--- src/mtc_pkg.sv ---
// Shared constants of the transmit control and status block
package mtc_pkg;
    // Register offsets on the register port
    localparam logic [7:0] TX_CONTROL_OFFSET = 8'h00;
    localparam logic [7:0] TX_STATUS_OFFSET = 8'h02;
    localparam logic [7:0] INT_STATUS_OFFSET = 8'h04;
    localparam logic [7:0] INT_MASK_OFFSET = 8'h06;
    // Transmit control fields
    localparam int CTL_RUN_BIT = 0;
    localparam int CTL_CRC_BIT = 1;
    localparam int CTL_PAD_BIT = 2;
    localparam int CTL_FLOW_BIT = 3;
    localparam int CTL_SPARE_LO = 13;
    localparam int CTL_SPARE_HI = 14;
    localparam logic [15:0] CTL_RESET = 16'h0000;
    // Writable bits of transmit control; all others read as zero
    localparam logic [15:0] CTL_WRITE_MASK = 16'h600f;
    // Transmit status fields
    localparam int STS_ID_LO = 0;
    localparam int STS_ID_HI = 5;
    localparam int STS_MAXCOL_BIT = 12;
    localparam int STS_LATECOL_BIT = 13;
    localparam int STS_UNDERRUN_BIT = 14;
    localparam logic [15:0] STS_RESET = 16'h0000;
    // Interrupt status and mask layout
    localparam int INT_DONE_BIT = 0;
    localparam int INT_UNDERRUN_BIT = 1;
    localparam int INT_LATECOL_BIT = 2;
    localparam int INT_MAXCOL_BIT = 3;
    localparam int INT_BITS = 4;
    localparam logic [INT_BITS-1:0] INT_RESET = 4'h0;
    // Frame figures in bytes, and the attempt limit
    localparam logic [15:0] MIN_FRAME_BYTES = 16'h0040;
    localparam logic [15:0] CRC_BYTES = 16'h0004;
    localparam logic [15:0] LATE_COL_BYTES = 16'h0040;
    localparam logic [4:0] MAX_ATTEMPTS = 5'h10;
    // CRC-32 reflected polynomial and preset
    localparam logic [31:0] CRC_POLY = 32'hedb88320;
    localparam logic [31:0] CRC_PRESET = 32'hffffffff;
    // Transmit engine states
    typedef enum logic [2:0] {MTC_IDLE, MTC_DATA, MTC_PAD, MTC_CRC} mtc_state_t;
endpackage

--- src/mtc_tx_control.sv ---
// Transmit control, framing and per-frame status of the MAC
//
// How it works
// Full duplex flow enabled: request pause above threshold
// Half duplex flow enabled: assert back-pressure instead
// Flow bit clear: no pause, no back-pressure
// Pad enabled: extend short frames to 64 bytes
// Software pairs pad enable with CRC enable
// CRC enabled: append CRC to every frame
// Run bit set: engine may start queued frames
// Run bit cleared: finish current frame, then stop
// Status holds six-bit frame id of flags
// Source running dry mid-frame sets underrun flag
// Underrun is fatal until queue restart
// Host feeds data faster than link drains
// Collision after window sets late-collision flag
// Reaching retry limit sets maximum-collision flag
// Flags and id update together at completion
// Reserved bits read zero, ignore writes
//
// Added by the designer: strobed register access.
`timescale 1ns/100ps
module mtc_tx_control #(
    parameter int RX_LEVEL_W = 11,
    parameter logic [10:0] PAUSE_THRESHOLD = 11'h600
) (
    // Clock and reset
    input wire logic core_clk,
    input wire logic reset_n,
    // Register port
    input wire logic [7:0] regAddr,
    input wire logic [15:0] regWrData,
    input wire logic regWr,
    input wire logic regRd,
    output logic [15:0] regRdData,
    // Interrupt
    output logic irq,
    // Frame byte stream from the queue
    input wire logic [7:0] inData,
    input wire logic inValid,
    input wire logic inLast,
    input wire logic [5:0] inFrameId,
    output logic inReady,
    output logic retryReq,
    // Queue management restart after a fatal underrun
    input wire logic queueRestart,
    // Byte stream to the link, one byte per cycle
    output logic [7:0] outData,
    output logic outValid,
    output logic outLast,
    // Link condition
    input wire logic collision,
    input wire logic fullDuplex,
    // Flow control
    input wire logic [RX_LEVEL_W-1:0] rxLevel,
    input wire logic pauseGrant,
    output logic pauseReq,
    output logic backPressure,
    // Engine state
    output logic txRunning
);
    import mtc_pkg::*;
    ////////////////////////////////////////////////////////////////////////////
    // Control and status registers
    logic [15:0] txControl, txStatus;
    logic [INT_BITS-1:0] intStatus, intMask;
    // Engine state and counters
    mtc_state_t state;
    logic [15:0] byteCount;
    logic [4:0] attempts;
    logic [31:0] crcReg;
    logic [1:0] crcIndex;
    logic [5:0] curId;
    // Fatal underrun latch
    logic fatal;
    // Completion strobe and its flags, formed combinationally
    logic finish, finUnderrun, finLate, finMax, retryNow;
    // Decoded control bits
    logic runEn, crcEn, padEn, flowEn;
    // Threshold state for pause edge detection
    logic aboveThr, aboveThrLast;
    // Pad target depends on whether the CRC fills the last four bytes
    logic [15:0] padTarget;
    // Collision classification
    logic inFrame, lateNow;
    assign runEn = txControl[CTL_RUN_BIT];
    assign crcEn = txControl[CTL_CRC_BIT];
    assign padEn = txControl[CTL_PAD_BIT];
    assign flowEn = txControl[CTL_FLOW_BIT];
    ////////////////////////////////////////////////////////////////////////////
    // Helpers
    // One byte step of the reflected CRC-32
    function automatic logic [31:0] crc_byte(input logic [31:0] crc, input logic [7:0] data);
        logic [31:0] c;
        c = crc ^ {24'h000000, data};
        for (int i = 0; i < 8; i++) begin
            c = c[0] ? ((c >> 1) ^ CRC_POLY) : (c >> 1);
        end
        return c;
    endfunction
    ////////////////////////////////////////////////////////////////////////////
    // Register port
    // Control register; only documented and spare bits store
    always_ff @(posedge core_clk or negedge reset_n) begin
        if (!reset_n) begin
            txControl <= CTL_RESET;
        end else if (regWr && regAddr == TX_CONTROL_OFFSET) begin
            // reserved bits ignored
            txControl <= regWrData & CTL_WRITE_MASK;
        end
    end
    // Interrupt mask register
    always_ff @(posedge core_clk or negedge reset_n) begin
        if (!reset_n) begin
            intMask <= INT_RESET;
        end else if (regWr && regAddr == INT_MASK_OFFSET) begin
            intMask <= regWrData[INT_BITS-1:0];
        end
    end
    // Sticky interrupt bits; a new event beats a write-one clear
    always_ff @(posedge core_clk or negedge reset_n) begin
        if (!reset_n) begin
            intStatus <= INT_RESET;
        end else begin
            logic [INT_BITS-1:0] events;
            logic [INT_BITS-1:0] clr;
            events = '0;
            clr = '0;
            events[INT_DONE_BIT] = finish;
            events[INT_UNDERRUN_BIT] = finish & finUnderrun;
            events[INT_LATECOL_BIT] = finish & finLate;
            events[INT_MAXCOL_BIT] = finish & finMax;
            if (regWr && regAddr == INT_STATUS_OFFSET) begin
                clr = regWrData[INT_BITS-1:0];
            end
            intStatus <= (intStatus & ~clr) | events;
        end
    end
    // Level interrupt from unmasked sticky bits
    assign irq = |(intStatus & intMask);
    // Read data stand one cycle after the strobe; unmapped reads give zero
    always_ff @(posedge core_clk or negedge reset_n) begin
        if (!reset_n) begin
            regRdData <= 16'h0000;
        end else if (regRd) begin
            unique case (regAddr)
                TX_CONTROL_OFFSET: regRdData <= txControl;
                TX_STATUS_OFFSET: regRdData <= txStatus;
                INT_STATUS_OFFSET: regRdData <= {12'h000, intStatus};
                INT_MASK_OFFSET: regRdData <= {12'h000, intMask};
                default: regRdData <= 16'h0000;
            endcase
        end else begin
            regRdData <= 16'h0000;
        end
    end
    ////////////////////////////////////////////////////////////////////////////
    // Flow control
    assign aboveThr = rxLevel >= PAUSE_THRESHOLD;
    // Pause request held until the sender grants it
    always_ff @(posedge core_clk or negedge reset_n) begin
        if (!reset_n) begin
            pauseReq <= 1'b0;
        end else if (!flowEn || !fullDuplex) begin
            // no pause without flow bit
            pauseReq <= 1'b0;
        end else if (aboveThr && !aboveThrLast) begin
            // pause near overflow
            pauseReq <= 1'b1;
        end else if (pauseGrant) begin
            pauseReq <= 1'b0;
        end
    end
    // Back-pressure in half duplex; the history arms one pause per crossing
    always_ff @(posedge core_clk or negedge reset_n) begin
        if (!reset_n) begin
            aboveThrLast <= 1'b0;
            backPressure <= 1'b0;
        end else begin
            aboveThrLast <= aboveThr;
            // half duplex back-pressure
            // gated by flow bit
            backPressure <= flowEn && !fullDuplex && aboveThr;
        end
    end
    ////////////////////////////////////////////////////////////////////////////
    // Transmit engine
    // pad to 64 including any CRC
    assign padTarget = crcEn ? (MIN_FRAME_BYTES - CRC_BYTES) : MIN_FRAME_BYTES;
    assign inFrame = state != MTC_IDLE;
    // window measured in sent bytes
    assign lateNow = byteCount >= LATE_COL_BYTES;
    assign inReady = state == MTC_DATA;
    // Completion and its outcome, decided in the finishing cycle
    always_comb begin
        finish = 1'b0;
        finUnderrun = 1'b0;
        finLate = 1'b0;
        finMax = 1'b0;
        retryNow = 1'b0;
        if (inFrame && collision) begin
            if (lateNow) begin
                // late collision ends frame
                finish = 1'b1;
                finLate = 1'b1;
            end else if (attempts + 5'h01 >= MAX_ATTEMPTS) begin
                // retry limit reached
                finish = 1'b1;
                finMax = 1'b1;
            end else begin
                retryNow = 1'b1;
            end
        end else if (state == MTC_DATA && !inValid) begin
            // source ran dry mid-frame
            finish = 1'b1;
            finUnderrun = 1'b1;
        end else if (state == MTC_DATA && inLast) begin
            finish = !(padEn && byteCount + 16'h0001 < padTarget) && !crcEn;
        end else if (state == MTC_PAD) begin
            finish = (byteCount + 16'h0001 >= padTarget) && !crcEn;
        end else if (state == MTC_CRC) begin
            finish = crcIndex == 2'h3;
        end
    end
    // State sequence of one frame
    always_ff @(posedge core_clk or negedge reset_n) begin
        if (!reset_n) begin
            state <= MTC_IDLE;
        end else if (finish || retryNow) begin
            state <= MTC_IDLE;
        end else begin
            unique case (state)
                MTC_IDLE: begin
                    // start only when running
                    // never while fatal
                    if (runEn && !fatal && inValid) begin
                        state <= MTC_DATA;
                    end
                end
                MTC_DATA: begin
                    if (inLast) begin
                        // short frame goes to pad
                        if (padEn && byteCount + 16'h0001 < padTarget) begin
                            state <= MTC_PAD;
                        end else begin
                            state <= MTC_CRC;
                        end
                    end
                end
                MTC_PAD: begin
                    if (byteCount + 16'h0001 >= padTarget) begin
                        state <= MTC_CRC;
                    end
                end
                MTC_CRC: state <= MTC_CRC;
            endcase
        end
    end
    // Byte counter and frame id capture
    always_ff @(posedge core_clk or negedge reset_n) begin
        if (!reset_n) begin
            byteCount <= 16'h0000;
            curId <= 6'h00;
        end else if (state == MTC_IDLE) begin
            byteCount <= 16'h0000;
            curId <= inFrameId;
        end else if (state != MTC_CRC) begin
            byteCount <= byteCount + 16'h0001;
        end
    end
    // Attempt count survives retries, clears on completion
    always_ff @(posedge core_clk or negedge reset_n) begin
        if (!reset_n) begin
            attempts <= 5'h00;
        end else if (finish) begin
            attempts <= 5'h00;
        end else if (retryNow) begin
            attempts <= attempts + 5'h01;
        end
    end
    // Running CRC and its byte index while appending
    always_ff @(posedge core_clk or negedge reset_n) begin
        if (!reset_n) begin
            crcReg <= CRC_PRESET;
            crcIndex <= 2'h0;
        end else if (state == MTC_IDLE) begin
            crcReg <= CRC_PRESET;
            crcIndex <= 2'h0;
        end else if (state == MTC_DATA && inValid) begin
            crcReg <= crc_byte(crcReg, inData);
        end else if (state == MTC_PAD) begin
            crcReg <= crc_byte(crcReg, 8'h00);
        end else if (state == MTC_CRC) begin
            crcReg <= {8'h00, crcReg[31:8]};
            crcIndex <= crcIndex + 2'h1;
        end
    end
    // Link byte output and replay request, registered
    always_ff @(posedge core_clk or negedge reset_n) begin
        if (!reset_n) begin
            outData <= 8'h00;
            outValid <= 1'b0;
            outLast <= 1'b0;
            retryReq <= 1'b0;
        end else begin
            retryReq <= retryNow;
            outData <= 8'h00;
            outValid <= 1'b0;
            outLast <= 1'b0;
            if (!retryNow && !(finish && (finUnderrun || finLate || finMax))) begin
                unique case (state)
                    MTC_IDLE: outValid <= 1'b0;
                    MTC_DATA: begin
                        outData <= inData;
                        outValid <= 1'b1;
                        outLast <= finish;
                    end
                    MTC_PAD: begin
                        // zero pad field
                        outValid <= 1'b1;
                        outLast <= finish;
                    end
                    MTC_CRC: begin
                        // CRC appended, low byte first
                        outData <= ~crcReg[7:0];
                        outValid <= 1'b1;
                        outLast <= finish;
                    end
                endcase
            end
        end
    end
    // Fatal latch; restart clears it, but a new underrun wins
    always_ff @(posedge core_clk or negedge reset_n) begin
        if (!reset_n) begin
            fatal <= 1'b0;
        end else if (finish && finUnderrun) begin
            // underrun is fatal
            fatal <= 1'b1;
        end else if (queueRestart) begin
            fatal <= 1'b0;
        end
    end
    // Per-frame status record, written whole at completion
    always_ff @(posedge core_clk or negedge reset_n) begin
        if (!reset_n) begin
            txStatus <= STS_RESET;
        end else if (finish) begin
            // one consistent record
            // flags belong to this id
            // reserved bits stay zero
            txStatus <= STS_RESET;
            txStatus[STS_ID_HI:STS_ID_LO] <= curId;
            txStatus[STS_UNDERRUN_BIT] <= finUnderrun;
            txStatus[STS_LATECOL_BIT] <= finLate;
            txStatus[STS_MAXCOL_BIT] <= finMax;
        end
    end
    // Running indication follows the run bit only between frames
    always_ff @(posedge core_clk or negedge reset_n) begin
        if (!reset_n) begin
            txRunning <= 1'b0;
        end else if (!inFrame || finish) begin
            // stop after current frame
            txRunning <= runEn && !fatal;
        end else begin
            // running while a frame is in flight
            txRunning <= 1'b1;
        end
    end
endmodule
--- config.mk ---
export PLATFORM = sky130hd
export DESIGN_NAME = mtc_tx_control
export DESIGN_NICKNAME = d
export VERILOG_FILES = /design/src/mtc_pkg.sv /design/src/mtc_tx_control.sv
export SDC_FILE = /design/constraint.sdc
export NUM_CORES = 1
export LEC_CHECK = 0
export ABC_AREA = 1
export BUFFER_PORTS_ARGS = -buffer_cell sky130_fd_sc_hd__buf_2
export CAP_MARGIN = 20
export CORE_MARGIN = 1.5
export CORE_UTILIZATION = 59
export CTS_CLUSTER_DIAMETER = 120
export DETAILED_ROUTE_END_ITERATION = 10
export PLACE_DENSITY = 0.81
export SYNTH_ARGS = -nofsm -noshare
export SYNTH_HDL_FRONTEND = slang
export SYNTH_SLANG_ARGS = --single-unit
--- constraint.sdc ---
create_clock -name core_clk -period 3.4 [get_ports core_clk]
set_clock_uncertainty 0.05 [all_clocks]
set_input_delay 0.51 -clock core_clk [delete_from_list [all_inputs] [get_ports core_clk]]
set_output_delay 0.51 -clock core_clk [all_outputs]
set_load 0.01 [all_outputs]
---- Yosys cells after proc, flatten, opt, wreduce, memory -nomap -nowiden ----
Cells that the tools add are included.
word-level totals
  register bits after elaboration ......... 119
  output and inout port bits .............. 32
operators by class
  add/subtract/negate cells ............... 3
  $lt $le $gt $ge ......................... 5
  equality and inequality tests ........... 13
  muxes and demuxes ....................... 66
  bitwise gates (word level) .............. 25
  reductions and logical operators ........ 46
operators with widths
  operator                                                                count
  32-bit 2-to-1 mux                                                       20
  13-bit NOT with 14-bit output                                           16
  15-bit case mux with 4 select lines                                     1
  16-bit 2-to-1 mux                                                       2
  32-bit by 8-bit bitwise XOR with 32-bit output                          1
  1-bit 2-to-1 mux                                                        26
  1-bit logical AND                                                       18
  16-bit by 1-bit adder with 16-bit output, second input constant         1
  8-bit by 3-bit == test with 1-bit output, second input constant         2
  16-bit by 7-bit >= comparator with 1-bit output                         1
  16-bit by 7-bit >= comparator with 1-bit output, second input constant  1
  16-bit by 7-bit < comparator with 1-bit output                          1
  8-bit case mux with 2 select lines                                      1
  15-bit 2-to-1 mux                                                       1
  3-bit 2-to-1 mux                                                        4
  3-bit case mux with 4 select lines                                      1
  11-bit >= comparator, second input constant                             1
  1-bit zero test                                                         10
  5-bit 2-to-1 mux                                                        2
  4-bit bitwise AND                                                       2
  8-bit by 2-bit == test with 1-bit output, second input constant         1
  8-bit zero test                                                         1
  2-bit 2-to-1 mux                                                        4
  8-bit 2-to-1 mux                                                        1
  24 further kinds                                                        39

---- Depth between registers and ports, before layout ----
  word-level depth ........................ 19
  gate-level depth with buffers ........... 20
  mapped depth without buffers ............ 19

---- Worst setup path before layout ----
Ideal clock, no wire load.
  path type ............................... reg2reg
  start ................................... register byteCount[1]
  end ..................................... register intStatus[0]
  data arrival time ....................... 2.289 ns
  data required time ...................... 3.229 ns
  path slack .............................. 0.940 ns
  stages on the path, launching flop included .. 18
  path buffers ............................ 1
  clock period less this slack ............ 2.460 ns
  cell sequence ........................... dfrtp_1 > ha_1 > nand2_1 > nor2_2 > xor2_1 > inv_1 > ha_1 > nand2_1 > inv_1 > nand3_1 > nor2_1 > nor2_2 > nand3_2 > a21oi_4 > nand2_4 > nand2_4 > buf_12 > nand2_1
on the way
  cells in the longest elaborated chain, start to end .. 9
  elaborated cells on any way between the ends .. 14
  those cells by class .................... add/sub (1); order compare (3); mux (5); bitwise (1); reduce/logical (4)
ends and longest elaborated chain
  element                                         RTL line                                      source
  start: declaration                              mtc_tx_control.sv:69                          logic [15:0] byteCount;
  start signal: assignment                        mtc_tx_control.sv:268                         byteCount <= byteCount + 16'h0001;
  16-bit by 1-bit adder with 16-bit output        mtc_tx_control.sv:218, mtc_tx_control.sv:220
  16-bit by 7-bit < comparator with 1-bit output  mtc_tx_control.sv:218                         finish = !(padEn && byteCount + 16'h0001 < padTarget) && !crcEn;
  1-bit logical AND                               mtc_tx_control.sv:218
  1-bit zero test                                 mtc_tx_control.sv:218
  1-bit logical AND                               mtc_tx_control.sv:218
  1-bit 2-to-1 mux                                mtc_tx_control.sv:217                         end else if (state == MTC_DATA && inLast) begin
  1-bit 2-to-1 mux                                mtc_tx_control.sv:213                         end else if (state == MTC_DATA && !inValid) begin
  1-bit 2-to-1 mux *                              mtc_tx_control.sv:201                         if (inFrame && collision) begin
  4-bit bitwise OR *                              mtc_tx_control.sv:136                         intStatus <= (intStatus & ~clr) | events;
  end signal: assignment                          mtc_tx_control.sv:136
  end: declaration                                mtc_tx_control.sv:66                          logic [INT_BITS-1:0] intStatus, intMask;
Every way passes the cells marked *; elsewhere a longest branch is shown, timed or not.
A chain may end at the register's enable or synchronous reset.

---- Final worst setup path ----
  start ................................... register byteCount[1]
  end ..................................... register txStatus[4]
on the way
  cells in the longest elaborated chain, start to end .. 8
  elaborated cells on any way between the ends .. 13
  those cells by class .................... add/sub (1); order compare (3); mux (5); reduce/logical (4)
ends and longest elaborated chain
  element                                         RTL line                                      source
  16-bit by 1-bit adder with 16-bit output        mtc_tx_control.sv:218, mtc_tx_control.sv:220
  16-bit by 7-bit < comparator with 1-bit output  mtc_tx_control.sv:218
  1-bit logical AND                               mtc_tx_control.sv:218
  1-bit zero test                                 mtc_tx_control.sv:218
  1-bit logical AND                               mtc_tx_control.sv:218
  1-bit 2-to-1 mux                                mtc_tx_control.sv:217
  1-bit 2-to-1 mux                                mtc_tx_control.sv:213
  1-bit 2-to-1 mux *                              mtc_tx_control.sv:201
  end signal: indexed assignment                  mtc_tx_control.sv:353                         txStatus[STS_ID_HI:STS_ID_LO] <= curId;
  end signal: indexed assignment                  mtc_tx_control.sv:354                         txStatus[STS_UNDERRUN_BIT] <= finUnderrun;
  end signal: indexed assignment                  mtc_tx_control.sv:355                         txStatus[STS_LATECOL_BIT] <= finLate;
  end: declaration                                mtc_tx_control.sv:65                          logic [15:0] txControl, txStatus;
Marks and branches as above.

==> impl_summary.txt <==
----------------------------------------------------
[Worst setup path]
  Critical path fanouts, max ... 13
  Category of the critical setup timing path ... flop to flop
  Capturing element type of the critical path ... flop
  Arrival time of data at the critical path endpoint ... approximately 3.1 ns
  Critical R2R Launch ... byteCount[1]
  Type of element launching the critical path ... flop
  Reg2Reg Capture Point ... txStatus[4]
  Required time at the worst-slack endpoint ... 3.65 ns
  Worst reg-to-reg setup slack ... between 0.5 and 0.6 ns
  FF-to-FF path depth ... 17

[Timing]
  Relative max-transition margin ... 0.4563
  Maximum operating frequency ... between 300 and 400 MHz
  Final sum of negative setup slack ... 0 ns
  Fin crit share ... 0.8478
  Slew Viols, Final ... 0
  Post-layout min period ... 2.883 ns
  Pin slew with the least headroom to its limit ... just over 0.8 ns
  Final count of negative-setup-slack endpoints ... 0
  Unrepaired setup endpoints after global routing ... no
  Worst hold margin ... ~0.1 ns
  Final number of hold-violating endpoints ... 0

[Clock tree]
  Clock insertion delay at the later pin of the skew report ... 0.36 ns
  Clock Tree Root ... sky130_fd_sc_hd__clkbuf_16
  H-tree depth ... 3
  Total clock buffers created by CTS ... 9
  Post-CTS setup buffer count ... 0
  CTS sink cnt ... approximately 110
  Clock tree from TritonCTS ... done
  Clock transition at the registers of the reported paths ... ~0.08 ns
  Hold-fix buffers, CTS ... 0
  PostCTS Resize Cnt ... 0
  Number of buffers on the longest clock path ... 2

[Die]
  Height of the chip ... 113.6 um
  Core Region ... ~0.012 mm^2
  Top Ports ... 91
  Effective utilization at floorplan ... 0.6039
  Number of placement rows ... 40
  Width of the die ... approximately 110 um
  Full die area ... roughly 0.013 mm^2

[Synthesis]
  Sequential cell area fraction in the yosys report ... 0.3901
  Per-instance average area after synthesis ... just under 8 um^2
  Number of register bits inferred by synthesis ... around 110
  Top cells by area, synth ... sky130_fd_sc_hd__dfrtp_1 27%, sky130_fd_sc_hd__dfstp_2 12%, sky130_fd_sc_hd__nand2_1 10%
  Number of standard cells after synthesis ... approximately 910
  Top cells by instance count after synthesis ... 195 x sky130_fd_sc_hd__nand2_1, 108 x sky130_fd_sc_hd__inv_1, 79 x sky130_fd_sc_hd__dfrtp_1
  Number of flops mapped to enable cells by yosys ... 0
  Prevailing post-synth register cell ... sky130_fd_sc_hd__dfrtp_1
  Proportion of netlist area held by the largest area contributor ... 0.2737
  Post-synth ARST share ... 1.000
  Synth cell types ... 55
  Cell with the most instances after synthesis ... sky130_fd_sc_hd__nand2_1
  Warnings from Yosys ... 0
  Cell type with the largest total area after synthesis ... sky130_fd_sc_hd__dfrtp_1
  Post-synthesis cell area ... 0.007223 mm^2

[Finish]
  Net total in the final layout ... 1047
  Number of filler cells placed in the layout ... about 990
  Proportion of layout cells with a drive suffix above 1 ... 0.1788
  Growth of design area from synthesis to finish ... 10.46%
  Antenna diodes ... 0
  Layout Utilization ... 0.6671

[GRT]
  Maximum number of pins on one net before global-route repair ... between 60 and 70
  Overflow left after global routing ... 0
  Wire length of the first global-routing pass ... approximately 29 mm
  Total routing resource utilization after global routing ... 0.2847
  Antenna violations before repair ... 0
  Vias in the first global route ... 6106

[Hold path]
  Worst min-delay path class ... input port to async pin

[Power]
  Leak pwr ... 3.902 nW
  PwrDens ... ~850 mW/mm^2
  Final total power ... slightly below 0.007 W
  IR Drop Worst-Case VDD ... 0.0005279 V

[Route]
  Final routed DRC violation total ... 0
  Routed length per instance ... about 16 um
  Via-per-instance ratio ... ~5.7
  Drt pass-1 iters ... 5
  Detailed-route via count ... around 6400
  Total wire length after detailed routing ... 17.52 mm
  DR iter-0 viols ... around 540
  ANT nets after route ... 0

[Placed design]
  Weighted congestion reported at the end of routability-driven placement ... about 0.94
  Number of port buffers ... 64
  Hpwl dp ... between 10 and 15 mm

[Job]
  Max Cap Violations ... 0

[Run status]
  Outcome ... finished, final reports clean

----------------------------------------------------
report_power, final:
| group | internal (W) | total, W | switching, W | leakage [nW] |
|---|---|---|---|---|
| combinational | 0.00132 | 0.00361 | 0.00229 | 2.36 |
| sequential | 0.00175 | 0.00209 | 0.000345 | 1.39 |
| clock | 0.000587 | 0.00111 | 0.000519 | 0.150 |
| total | 0.00365 | 0.00681 | 0.00316 | 3.90 |
metal layers:
layer	global-route usage	up-vias	part of all wire
met2	0.4839	254	0.48
met5	0	-	0
met4	0.1275	0	0.038
met3	0.06323	63	0.069
met1	0.3479	2972	0.41
li1	-	3082	-
layout by cell type (no fill, tap or decap), types with 4 or more instances in the layout:
cell,instances
sky130_fd_sc_hd__buf_2,63
sky130_fd_sc_hd__nand3_1,48
sky130_fd_sc_hd__o21ai_0,65
sky130_fd_sc_hd__nor3_1,6
sky130_fd_sc_hd__a21oi_1,42
sky130_fd_sc_hd__xnor2_2,4
sky130_fd_sc_hd__buf_4,13
sky130_fd_sc_hd__nand4_1,13
sky130_fd_sc_hd__a221oi_1,4
sky130_fd_sc_hd__nor2_1,67
sky130_fd_sc_hd__or2_2,7
sky130_fd_sc_hd__clkbuf_16,9
sky130_fd_sc_hd__inv_1,108
sky130_fd_sc_hd__o2111ai_1,4
sky130_fd_sc_hd__a32oi_1,6
sky130_fd_sc_hd__xor2_1,60
sky130_fd_sc_hd__ha_1,14
sky130_fd_sc_hd__nor2_2,7
sky130_fd_sc_hd__dfrtp_1,79
sky130_fd_sc_hd__nand2_2,13
sky130_fd_sc_hd__xnor2_1,27
sky130_fd_sc_hd__conb_1,7
sky130_fd_sc_hd__o22ai_1,17
sky130_fd_sc_hd__nand2_1,195
sky130_fd_sc_hd__a22oi_1,11
sky130_fd_sc_hd__dfstp_2,32
state kept, by name (all words and copies together) (netlist names):
register      flops
aboveThrLast      1
attempts          5
backPressure      1
byteCount        16
crcIndex          2
crcReg           32
curId             6
fatal             1
intMask           4
intStatus         4
outData           8
outLast           1
outValid          1
pauseReq          1
regRdData         9
retryReq          1
state             2
txControl         6
txRunning         1
txStatus          9
cell type report:
type	instances	area [um^2]	share of cell area
Clock buffer	10	229.0	0.02870
Clock inverter	6	81.33	0.01019
Inverter	114	427.9	0.05363
Multi-Input combinational cell	661	3806	0.4770
Sequential cell	111	2818	0.3531
Tap cell	147	183.9	0.02305
Timing Repair Buffer	77	432.9	0.05426
per-stage QoR:
| stage | area (um^2) | setup slack, ns | std cells |
|---|---|---|---|
| after global routing | 7979 | 0.2557 | 1126 |
| after floorplan | 7246 | 0.9401 | 918 |
| after detailed placement | 7669 | 0.5749 | 1110 |
| after global placement | 7669 | 0.6658 | 1110 |
| final | 7979 | 0.5174 | 1126 |
| after CTS | 7979 | 0.5248 | 1126 |
logic make-up (layout without fill, tap and decap cells):
| kind of cell | after synthesis | count (layout) | synth area share |
|---|---|---|---|
| xor+xnor | 95 | 95 | 0.1266 |
| mux | 3 | 3 | 0.004677 |
| buf+inv | 146 | 207 | 0.08609 |
| simple gates | 372 | 372 | 0.2273 |
| fa+ha+maj | 14 | 14 | 0.02425 |
| flops | 111 | 111 | 0.3901 |
| compound gates | 170 | 170 | 0.1405 |
| other cells | 1 | 7 | 0.0005192 |
worst max-delay path by stage:
stage                        end    startpoint  slack (ns)  depth (start not counted)
floorplan           intStatus[0]  byteCount[1]        0.94                         17
global placement     txStatus[5]  byteCount[1]        0.67                         17
detailed placement   txStatus[4]  byteCount[1]        0.57                         17
CTS                  txStatus[3]  byteCount[1]        0.52                         17
global route         txStatus[0]  byteCount[1]        0.26                         17
finish               txStatus[4]  byteCount[1]        0.52                         17
critical path: stages (launching register included):
cell and delay [ns]:
sky130_fd_sc_hd__dfrtp_1 0.40, sky130_fd_sc_hd__ha_1 0.25, sky130_fd_sc_hd__nand2_1 0.10, sky130_fd_sc_hd__nor2_2 0.19, sky130_fd_sc_hd__xor2_1 0.21, sky130_fd_sc_hd__inv_1 0.08
sky130_fd_sc_hd__ha_1 0.28, sky130_fd_sc_hd__nand2_1 0.09, sky130_fd_sc_hd__inv_1 0.05, sky130_fd_sc_hd__nand3_1 0.08, sky130_fd_sc_hd__nor2_1 0.05, sky130_fd_sc_hd__nor2_2 0.16
sky130_fd_sc_hd__nand3_2 0.12, sky130_fd_sc_hd__a21oi_4 0.21, sky130_fd_sc_hd__nand2_4 0.15, sky130_fd_sc_hd__nand2_4 0.19, sky130_fd_sc_hd__nand2_1 0.09, sky130_fd_sc_hd__nand2_1 0.06
(Power assumes the default switching activity.)
